===== config.mk =====
export PLATFORM = sky130hd
export DESIGN_NAME = rsc_top
export DESIGN_NICKNAME = d
export VERILOG_FILES = /design/src/rsc_top.v /design/src/rsc_debounce.v
export VERILOG_INCLUDE_DIRS = /design/src /design/src/src
export SDC_FILE = /design/constraint.sdc
export NUM_CORES = 1
export LEC_CHECK = 0
export BUFFER_PORTS_ARGS = -buffer_cell sky130_fd_sc_hd__buf_2
export CAP_MARGIN = 25
export CORE_UTILIZATION = 62
export DETAILED_ROUTE_END_ITERATION = 10
export GPL_ROUTABILITY_DRIVEN = 0
export PLACE_DENSITY_LB_ADDON = 0.15
export SLEW_MARGIN = 10
export SYNTH_ARGS = -nofsm -noshare
export SYNTH_HDL_FRONTEND = slang
export SYNTH_SLANG_ARGS = --single-unit
export TNS_END_PERCENT = 5

===== constraint.sdc =====
create_clock -name ref_clk -period 10.04 [get_ports ref_clk]
set_clock_uncertainty 0.05 [all_clocks]
set_input_delay 0.502 -clock ref_clk [delete_from_list [all_inputs] [get_ports ref_clk]]
set_output_delay 0.502 -clock ref_clk [all_outputs]
set_load 0.1 [all_outputs]

===== src/rsc_defs.vh =====
// Constants for the remote schedule control block
`ifndef RSC_DEFS_VH
`define RSC_DEFS_VH
`define RSC_SCHED_W      7
`define RSC_SCHED_MAX    7'h7f
`define RSC_SCHED_MIN    7'h00
`define RSC_DEB_MS       5
`define RSC_CLK_KHZ      25000
`define RSC_DEB_CYC      (`RSC_DEB_MS * `RSC_CLK_KHZ)
`define RSC_SETTLE_PAD   8
`define RSC_NIN          9
`define RSC_EV_INIT      3'h0
`define RSC_EV_PORTION   3'h1
`define RSC_EV_FSOPEN    3'h2
`define RSC_EV_WAIT      3'h3
`define RSC_EV_UNUSED    3'h4
`define RSC_EV_HEAD2     3'h5
`define RSC_ADDR_CTRL    4'h0
`define RSC_ADDR_RELAY   4'h1
`define RSC_ADDR_STATUS  4'h2
`define RSC_ADDR_PWRUP   4'h3
`define RSC_CTRL_RST     8'h00
`define RSC_RELAY_RST    8'h34
`endif


===== src/rsc_top.v =====
// Remote schedule select, stop/inhibit gating and status relays
//
// The address map and the plain strobed port were left to the implementer.
`include "rsc_defs.vh"
`timescale 1ns/10ps
`default_nettype none
module rsc_top #(
    parameter DEB_CYC = `RSC_DEB_CYC
) (
    input  wire       ref_clk,
    input  wire       nrst,
    input  wire [6:0] sel_n,
    input  wire       estop_n,
    input  wire       inhibit_n,
    input  wire       start_req,
    input  wire       ev_init,
    input  wire       ev_portion,
    input  wire       ev_fsopen,
    input  wire       ev_wait,
    input  wire       weld_mark,
    input  wire       alarm,
    input  wire [3:0] addr,
    input  wire [7:0] wdata,
    input  wire       wr,
    input  wire       rd,
    output reg  [7:0] rdata,
    output reg  [6:0] sched_q,
    output wire       start_ok,
    output wire       abort,
    output reg        ac_status_relay,
    output reg        dc_status_relay,
    output reg        air_valve1,
    output reg        air_valve2
);
    reg  [1:0] rst_sync_q;
    wire       rst_n;
    wire [8:0] pin_n;
    wire [8:0] lvl;
    reg  [8:0] lvl_d1_q;
    reg  [7:0] ctrl_q;
    reg  [7:0] relay_q;
    reg  [6:0] pwrup_q;
    reg  [23:0] settle_q;
    reg        pwrup_done_q;
    wire       pwrup_take;
    reg  [6:0] sched_d;
    reg        weld_act_d;
    wire       r1_head2;
    reg        weld_act_q;
    wire       chain_on;
    wire       manual;
    wire       dual_air;
    wire       step_dn;
    wire       step_up;
    wire       sreset;
    wire       stop;
    wire       inh;
    wire [2:0] r1_sel;
    wire [2:0] r2_sel;
    wire [6:0] bin_sel;
    genvar     g;

    // Counters are 24 bits wide; longer spans are cut to fit
    localparam [31:0] DEB_FULL    = DEB_CYC;
    localparam [23:0] DEB_HOLD    = DEB_FULL[23:0];
    localparam [31:0] SETTLE_FULL = DEB_CYC + `RSC_SETTLE_PAD;
    localparam [23:0] SETTLE_CYC  = SETTLE_FULL[23:0];

    // Reset enters asynchronously but is released on a clock edge
    always @(posedge ref_clk or negedge nrst) begin
        if (!nrst) begin
            rst_sync_q <= 2'b00;
        end else begin
            rst_sync_q <= {rst_sync_q[0], 1'b1};
        end
    end
    assign rst_n = rst_sync_q[1];

    // Nine contact pins, each through its own debouncer
    assign pin_n = {inhibit_n, estop_n, sel_n};
    generate
        for (g = 0; g < `RSC_NIN; g = g + 1) begin : deb
            rsc_debounce #(
                .CNT_W (24),
                .HOLD  (DEB_HOLD)
            ) u_deb (
                .clk     (ref_clk),
                .rst_n   (rst_n),
                .pin_n   (pin_n[g]),
                .level_q (lvl[g])
            );
        end
    endgenerate

    // Delayed levels give one-cycle leading-edge pulses
    always @(posedge ref_clk or negedge rst_n) begin
        if (!rst_n) begin
            lvl_d1_q <= 9'h000;
        end else begin
            lvl_d1_q <= lvl;
        end
    end

    // Select lines weights 1..64
    assign bin_sel  = lvl[6:0];
    assign manual   = ~lvl[3];
    assign chain_on = ctrl_q[0] | manual;
    assign dual_air = ctrl_q[1];
    assign step_dn  = lvl[0] & ~lvl_d1_q[0];
    assign step_up  = lvl[1] & ~lvl_d1_q[1];
    assign sreset   = lvl[2] & ~lvl_d1_q[2];
    assign stop     = lvl[7];
    assign inh      = lvl[8];

    // Debounced levels are only true after the debounce span, so the
    // power-up schedule is taken once that span and a margin have passed
    always @(posedge ref_clk or negedge rst_n) begin
        if (!rst_n) begin
            settle_q     <= 24'h000000;
            pwrup_done_q <= 1'b0;
        end else if (!pwrup_done_q) begin
            if (settle_q >= SETTLE_CYC) begin
                pwrup_done_q <= 1'b1;
            end else begin
                settle_q <= settle_q + 24'h000001;
            end
        end
    end

    assign pwrup_take = ~pwrup_done_q & (settle_q >= SETTLE_CYC);

    // Saturating step, shared by the up and down paths
    function [6:0] sched_step;
        input [6:0] cur;
        input       up;
        begin
            if (up) begin
                sched_step = (cur == `RSC_SCHED_MAX) ? cur : cur + 7'h01;
            end else begin
                sched_step = (cur == `RSC_SCHED_MIN) ? cur : cur - 7'h01;
            end
        end
    endfunction

    // Up and down together cancel; reset outranks both
    always @* begin
        sched_d = sched_q;
        if (!chain_on) begin
            sched_d = bin_sel;
        end else if (sreset) begin
            sched_d = pwrup_q;
        end else if (step_up && !step_dn) begin
            sched_d = sched_step(sched_q, 1'b1);
        end else if (step_dn && !step_up) begin
            sched_d = sched_step(sched_q, 1'b0);
        end
    end

    always @(posedge ref_clk or negedge rst_n) begin
        if (!rst_n) begin
            pwrup_q <= `RSC_SCHED_MIN;
            sched_q <= `RSC_SCHED_MIN;
        end else begin
            if (pwrup_take) begin
                pwrup_q <= bin_sel;
            end
            // Software write lands last so it wins over the capture
            if (wr && addr == `RSC_ADDR_PWRUP) begin
                pwrup_q <= wdata[6:0];
            end
            sched_q <= sched_d;
        end
    end

    // Start refused while stopped or inhibited
    assign start_ok = start_req & ~stop & ~inh;
    assign abort    = stop;

    // Stop outranks a start; a start outranks the end event
    always @* begin
        weld_act_d = weld_act_q;
        if (stop) begin
            weld_act_d = 1'b0;
        end else if (start_ok) begin
            weld_act_d = 1'b1;
        end else if (ev_portion) begin
            weld_act_d = 1'b0;
        end
    end

    always @(posedge ref_clk or negedge rst_n) begin
        if (!rst_n) begin
            weld_act_q <= 1'b0;
        end else begin
            weld_act_q <= weld_act_d;
        end
    end

    // Registers: control, relay setup, status, power-up schedule
    always @(posedge ref_clk or negedge rst_n) begin
        if (!rst_n) begin
            ctrl_q <= `RSC_CTRL_RST;
        end else if (wr && addr == `RSC_ADDR_CTRL) begin
            ctrl_q <= {6'h00, wdata[1:0]};
        end
    end

    always @(posedge ref_clk or negedge rst_n) begin
        if (!rst_n) begin
            relay_q <= `RSC_RELAY_RST;
        end else if (wr && addr == `RSC_ADDR_RELAY) begin
            relay_q <= {2'b00, wdata[5:0]};
        end
    end

    // Read data stand one cycle after the strobe, zero otherwise
    always @(posedge ref_clk or negedge rst_n) begin
        if (!rst_n) begin
            rdata <= 8'h00;
        end else if (rd) begin
            case (addr)
                `RSC_ADDR_CTRL:   rdata <= ctrl_q;
                `RSC_ADDR_RELAY:  rdata <= relay_q;
                `RSC_ADDR_STATUS: rdata <= {weld_act_q, sched_q};
                `RSC_ADDR_PWRUP:  rdata <= {1'b0, pwrup_q};
                default:          rdata <= 8'h00;
            endcase
        end else begin
            rdata <= 8'h00;
        end
    end

    function is_head2;
        input [2:0] s;
        begin
            is_head2 = (s == `RSC_EV_HEAD2);
        end
    endfunction

    // In two-head mode any other first-relay code acts as unused
    assign r1_sel = (dual_air && !is_head2(relay_q[2:0])) ?
                    `RSC_EV_UNUSED : relay_q[2:0];
    assign r2_sel = relay_q[5:3];
    assign r1_head2 = dual_air & is_head2(r1_sel);

    // Relay codes above the four events close nothing

    function relay_ev;
        input [2:0] s;
        begin
            case (s)
                `RSC_EV_INIT:    relay_ev = ev_init;
                `RSC_EV_PORTION: relay_ev = ev_portion;
                `RSC_EV_FSOPEN:  relay_ev = ev_fsopen;
                `RSC_EV_WAIT:    relay_ev = ev_wait;
                default:         relay_ev = 1'b0;
            endcase
        end
    endfunction

    always @(posedge ref_clk or negedge rst_n) begin
        if (!rst_n) begin
            ac_status_relay <= 1'b0;
        end else begin
            // Second valve claims the relay: no events pass
            ac_status_relay <= is_head2(r1_sel) ? 1'b0 :
                               relay_ev(r1_sel);
        end
    end

    always @(posedge ref_clk or negedge rst_n) begin
        if (!rst_n) begin
            dc_status_relay <= 1'b0;
        end else begin
            dc_status_relay <= relay_ev(r2_sel);
        end
    end

    always @(posedge ref_clk or negedge rst_n) begin
        if (!rst_n) begin
            air_valve2 <= 1'b0;
        end else begin
            air_valve2 <= weld_act_q & r1_head2;
        end
    end

    always @(posedge ref_clk or negedge rst_n) begin
        if (!rst_n) begin
            air_valve1 <= 1'b0;
        end else begin
            air_valve1 <= weld_act_q & ~r1_head2;
        end
    end
endmodule
`default_nettype wire


===== src/rsc_debounce.v =====
// Synchroniser and debouncer for one contact input
`timescale 1ns/10ps
`default_nettype none
module rsc_debounce #(
    parameter CNT_W = 17,
    parameter [CNT_W-1:0] HOLD = 17'h1e848
) (
    input  wire clk,
    input  wire rst_n,
    input  wire pin_n,
    output reg  level_q
);
    reg             s1_q;
    reg             s2_q;
    reg [CNT_W-1:0] cnt_q;

    // Contacts pull the pin low when closed
    always @(posedge clk or negedge rst_n) begin
        if (!rst_n) begin
            s1_q    <= 1'b1;
            s2_q    <= 1'b1;
            cnt_q   <= {CNT_W{1'b0}};
            level_q <= 1'b0;
        end else begin
            s1_q <= pin_n;
            s2_q <= s1_q;
            if ((~s2_q) == level_q) begin
                cnt_q <= {CNT_W{1'b0}};
            end else if (cnt_q >= HOLD - 1'b1) begin
                cnt_q   <= {CNT_W{1'b0}};
                level_q <= ~s2_q;
            end else begin
                cnt_q <= cnt_q + 1'b1;
            end
        end
    end
endmodule
`default_nettype wire


# Yosys cells after proc, flatten, opt, wreduce, memory -nomap -nowiden
# Cells that the tools add are included.
# totals
reg_bits	308
in_bits	32
out_inout_bits	21
# op_classes
add_sub_neg	12
order_cmp	10
n_eq_ne	24
n_mux	37
bitwise_logic	37
n_reduce_logical	26
# ops
operator	n
two-way mux 24 bit	18
adder 24 x 1 -> 24 bit (second input constant)	10
greater-or-equal comparator 24 x 17 -> 1 bit (second input constant)	10
two-way mux 7 bit	8
one-hot mux 8 bit (4 select lines)	1
inverter 1 bit	27
AND reduction 2 bit	10
equality test 3 x 2 -> 1 bit (second input constant)	4
AND 1 bit	9
equality test 1 bit	9
equality test 4 x 2 -> 1 bit (second input constant)	2
two-way mux 8 bit	1
!= test 4 bit (second input constant)	2
one-hot mux 1 bit (4 select lines)	2
adder 7 x 1 -> 7 bit (second input constant)	1
equality test 7 bit (second input constant)	1
logical NOT 7 bit	1
subtractor 7 x 1 -> 7 bit (second input constant)	1
equality test 3 x 1 -> 1 bit (second input constant)	2
equality test 3 bit (second input constant)	2
logical AND 1 bit	6
logical NOT 3 bit	2
two-way mux 1 bit	6
equality test 4 x 1 -> 1 bit (second input constant)	1
8 further kinds	10

# Logic depth before layout (Yosys ltp)
# logic_depth
ltp_word	8
mapped_depth	10
ltp_nobuf	10

# By module
# Synthesis repeated with hierarchy kept, for this count alone.
# unflattened
hier_cells	1332
hier_area_um2	14423.8
# modules_own_cells
module	n_inst	cells_each	area_each_um2	seq_area_each_um2
rsc_debounce	9	115	1237.4	678.2
rsc_top	1	297	3286.9	1630.3

# Worst setup path before layout
# No wires, ideal clock.
# synth_timing
path_kind	register to register
start	register sched_q[0]
end	register sched_q[4]
arrival_time_ns	2.264
required_time_ns	9.836
path_slack_ns	7.572
stages_incl_launch_ff	7
cell_sequence	dfrtp_1 > fa_1 > a21o_1 > a211oi_1 > nor3_1 > a2111oi_0 > a221oi_1
# synth_via
elab_chain_cells	6
word_cells_on_any_way	13
cone_classes	add/sub: 2; eq/ne: 3; mux: 6; reduce/logical: 2
# synth_lines
element	line	rtl
from (decl)	rsc_top.v:27	output reg [6:0] sched_q,
from (signal assigned)	rsc_top.v:162	sched_q <= `RSC_SCHED_MIN;
from (signal assigned)	rsc_top.v:171	sched_q <= sched_d;
subtractor 7 x 1 -> 7 bit	rsc_top.v:140	sched_step = (cur == `RSC_SCHED_MIN) ? cur : cur - 7'h01;
two-way mux 7 bit	rsc_top.v:140	
two-way mux 7 bit	rsc_top.v:154	end else if (step_dn && !step_up) begin
two-way mux 7 bit	rsc_top.v:152	end else if (step_up && !step_dn) begin
two-way mux 7 bit	rsc_top.v:150	end else if (sreset) begin
two-way mux 7 bit	rsc_top.v:148	if (!chain_on) begin
# Several ways; a longest one is shown, not always the timed one. The select of a mux whose other input is x is not followed.
# A chain may end at the register's enable or synchronous reset.

# Worst setup path in the final report
# layout_timing
start	register deb[1].u_deb.level_q
end	register sched_q[4]
# layout_via
elab_chain_cells	5
word_cells_on_any_way	11
cone_classes	eq/ne: 3; mux: 3; bitwise: 1; reduce/logical: 4
# layout_lines
element	line	rtl
from (decl)	rsc_debounce.v:11	output reg level_q
from (signal assigned)	rsc_debounce.v:31	level_q <= ~s2_q;
AND 1 bit (*)	rsc_top.v:110	assign step_up = lvl[1] & ~lvl_d1_q[1];
logical NOT 1 bit / logical AND 1 bit (equally long branches)	rsc_top.v:154, rsc_top.v:152	
logical AND 1 bit / two-way mux 7 bit (equally long branches)	rsc_top.v:154, rsc_top.v:152	
!= test 4 x 1 -> 1 bit (no source line) / two-way mux 7 bit (equally long branches)	--	
AND reduction 3 bit (no source line) / two-way mux 7 bit (equally long branches)	--	
# Mark *: on every way between the ends. The rest lies on a longest branch, timed or not.

==> impl_metrics.toml <==
[outcome]
status = "finished, final reports clean"

[synthesis]
ys.flop_type = "dfrtp_1"
synth-edff-count = 0
netlist_instances = 1196
yosysWarnings = 0
avgSynthCellArea_sq_um = 11.1
ys_seq_area_share_pct = 58.4
syn_area_sq_um = 13300
synth_seq_cells = 308
ys_types = 59
async_flop_share_pct = 100

[global_routing]
grt_use_total_pct = 22.2
met1_usage_pct = 31.0
antenna_found_initial = 1
use_met2_pct = 35.5
grt_pass1_wl_mm = 39.9
grt_most_used_layer = "met2"
grtUsageMet3_pct = 4.17
grt_max_degree = 160
grt_pass1_vias = 8505
grt_remaining_overflow = 0

[clock_tree]
ctsHtreeMaxLevel = 1
numCtsBuffers = 31
post_cts_resized = 0
clock_latency_ps = 550
clkTransAtPathRegs_ps = 60
cts_max_path_buffers = 3
post-cts-setup-buffers = 0
postCtsHoldBufs = 9
cts-root-buf = "clkbuf_16"
tritoncts = "built"
clkSinkCount = 308

[detailed_routing]
drcViolationCount = 0
first_iter_violations = 488
firstDrtPassIters = 5
ant_nets = 0
routedWlPerCell_microns = 14.3
wl_mm = 23.3
via_count = 8704
vias_per_cell = 5.35

[power_and_ir_drop]
p_switching_uw = 717
p_leak_nw = 6.48
power_mw = 2.80
swShare_pct = 25.6
p_int_mw = 2.09
pwr_density_cell_nw_per_um2 = 186
power_frac_clock_pct = 41.8
ir_drop_mv = 0.170
seqPwrFrac_pct = 47.8
pwr-share-comb_pct = 10.4

[final_layout]
fillers = 1524
register_area_sq_um = 7740
drive_above_1_share_pct = 11.6
multiInputGateArea_sq_um = 5370
final_cell_mix = "dfrtp_1 (286), nor2_1 (210), xnor2_1 (87)"
final_common_cell = "dfrtp_1"
finalNonFillerCells = 1628
nets = 1377
synthToLayoutAreaGrowth_pct = 14.0

[setup_path]
crit_path_top_delay_cell = "fa_1"
rr_startpoint = "deb[1].u_deb.level_q"
r2r_slack_ps = 7360
crit_type = "reg2reg"
cp_common_cell = "inv_1"
cp.buffers_inverters = 2
timing.rr.end = "sched_q[4]"
rr_worst_depth = 10
startpoint_type = "flip-flop"
worst_setup_path_end_kind = "flip-flop"
cp_slowest_stage_delay_ps = 460
required_ps = 10370
cp.arrival_ps = 3020
path_delay_family = "compound AO/OA/AOI/OAI gates"
cp_cell_sequence = "inv_1 -> nor2_1 -> ha_1 -> inv_1 -> fa_1 -> a21o_1 -> a211oi_1 -> nor3_1 -> a2111oi_0 -> a221oi_1"
crit_fanout = 6

[place]
pre_cts_slack_ps = 7200
portBuffers = 49
dp_hpwl_mm = 15.5
dp.cells = 1559

[min_path]
hold_path_end = "deb[4].u_deb.s1_q"
hp-start = "sel_n[4]"
hold_class = "in2reg"
whs_path_depth = 1

[floorplan]
coreArea_sq_um = 21000
chipHeight_microns = 148
start_util_pct = 63.2
die_w_microns = 148
placementRows = 53
dieArea_sq_um = 22000
io_pins = 53

[timing]
fmax_mhz = 373
rsz0062_at_grt = "false"
fin_ws_ps = 7360
hold_violations = 0
worst_pin_slew_ps = 904
drv_slew = 0
setup_viol = 0
fin_crit_sh_pct = 26.7
maxSlewHeadroom_pct = 39.5
fin_setup_tns_ps = 0
hold_ws_ps = 18.9
finalCriticalPeriod_ps = 2680

[run]
cap_violations = 0
[registers in the layout (all words and copies together), names as in the netlist]
signal and count:
ac_status_relay 1, air_valve1 1, air_valve2 1, ctrl_q 2, dc_status_relay 1, deb.u_deb.cnt_q 216, deb.u_deb.level_q 9, deb.u_deb.s1_q 9
deb.u_deb.s2_q 9, lvl_d1_q 3, pwrup_done_q 1, pwrup_q 7, rdata 8, relay_q 6, rst_sync_q 2, sched_q 7
settle_q 24, weld_act_q 1
[worst max-delay path by stage]
stage                    startpoint               endpoint  depth (start not counted)
5_1_grt        deb[1].u_deb.level_q             sched_q[4]                         10
6_report       deb[1].u_deb.level_q             sched_q[4]                         10
3_5_place_dp          rst_sync_q[1]  deb[5].u_deb.cnt_q[7]                          2
2_1_floorplan         rst_sync_q[1]        ac_status_relay                          0
4_1_cts               rst_sync_q[1]  deb[4].u_deb.cnt_q[7]                          2
3_3_place_gp          rst_sync_q[1]  deb[5].u_deb.cnt_q[7]                          2
[per-stage QoR]
step                instance area [sq um]  util [%]
floorplan                           13500         -
global placement                    13900      66.4
detailed placement                  13900      66.4
CTS                                 15100      71.9
global route                        15100      72.1
finish                              15100      72.1
[Yosys cell counts (3+ instances only)]
cell | instances | area (sq um)
nor2b_1 | 4 | 25.0
nor3_1 | 35 | 175
o211ai_2 | 8 | 100
dfrtp_1 | 287 | 7180
buf_6 | 10 | 113
nand2b_1 | 4 | 25.0
ha_1 | 17 | 213
or4_1 | 9 | 67.6
a2111oi_0 | 12 | 105
a211oi_1 | 5 | 37.5
or3_1 | 6 | 37.5
a22oi_1 | 4 | 30.0
dfstp_2 | 21 | 552
clkbuf_1 | 10 | 37.5
o21ai_0 | 26 | 130
mux2_2 | 13 | 146
xor2_1 | 72 | 631
and2_1 | 4 | 25.0
nor4_1 | 28 | 175
and3_1 | 22 | 138
nand3_1 | 58 | 290
inv_1 | 53 | 199
and4_1 | 10 | 87.6
a21oi_1 | 12 | 60.1
or2_2 | 3 | 18.8
nand2_1 | 62 | 233
a21o_1 | 6 | 45.0
nand4_1 | 30 | 188
a31oi_1 | 6 | 37.5
mux2i_1 | 26 | 260
xnor2_1 | 87 | 762
nor2_1 | 210 | 788
a221oi_1 | 3 | 26.3
[power by group through the flow]
stage | combinational [mW] | sequential [mW] | clock [mW]
6_report | 0.291 | 1.34 | 1.17
5_1_grt | 0.318 | 1.35 | 1.24
4_1_cts | 0.288 | 1.34 | 1.20
3_5_place_dp | 0.283 | 1.37 | 0
3_3_place_gp | 0.277 | 1.37 | 0
2_1_floorplan | 0.119 | 1.46 | 0
[logic make-up after synthesis]
family,Yosys count,share of synthesized area (%)
AOI/OAI and AO/OA,98,5.44
xor gates and xnor gates,159,10.5
adders and majority gates,18,1.76
buffers and inverters,78,2.88
DFF,308,58.4
muxes,40,3.24
other,2,0.0567
and+or+nand+nor,493,17.8
[layout make-up]
class	count	area share (%)
Multi-Input combinational cell	872	35.5
Clock buffer	45	6.01
Clock inverter	13	1.03
Timing Repair Buffer	61	2.58
Antenna cell	1	0.0166
Inverter	53	1.32
Sequential cell	308	51.2
Tap cell	275	2.28
[layer usage]
layer  share of wire (%)  up-vias
li1                    -     4289
met1                  46     4244
met2                  47      125
met3                 4.6       44
met4                 2.7        2
met5               0.047        -
No activity file was read; power rests on OpenSTA's default activity.
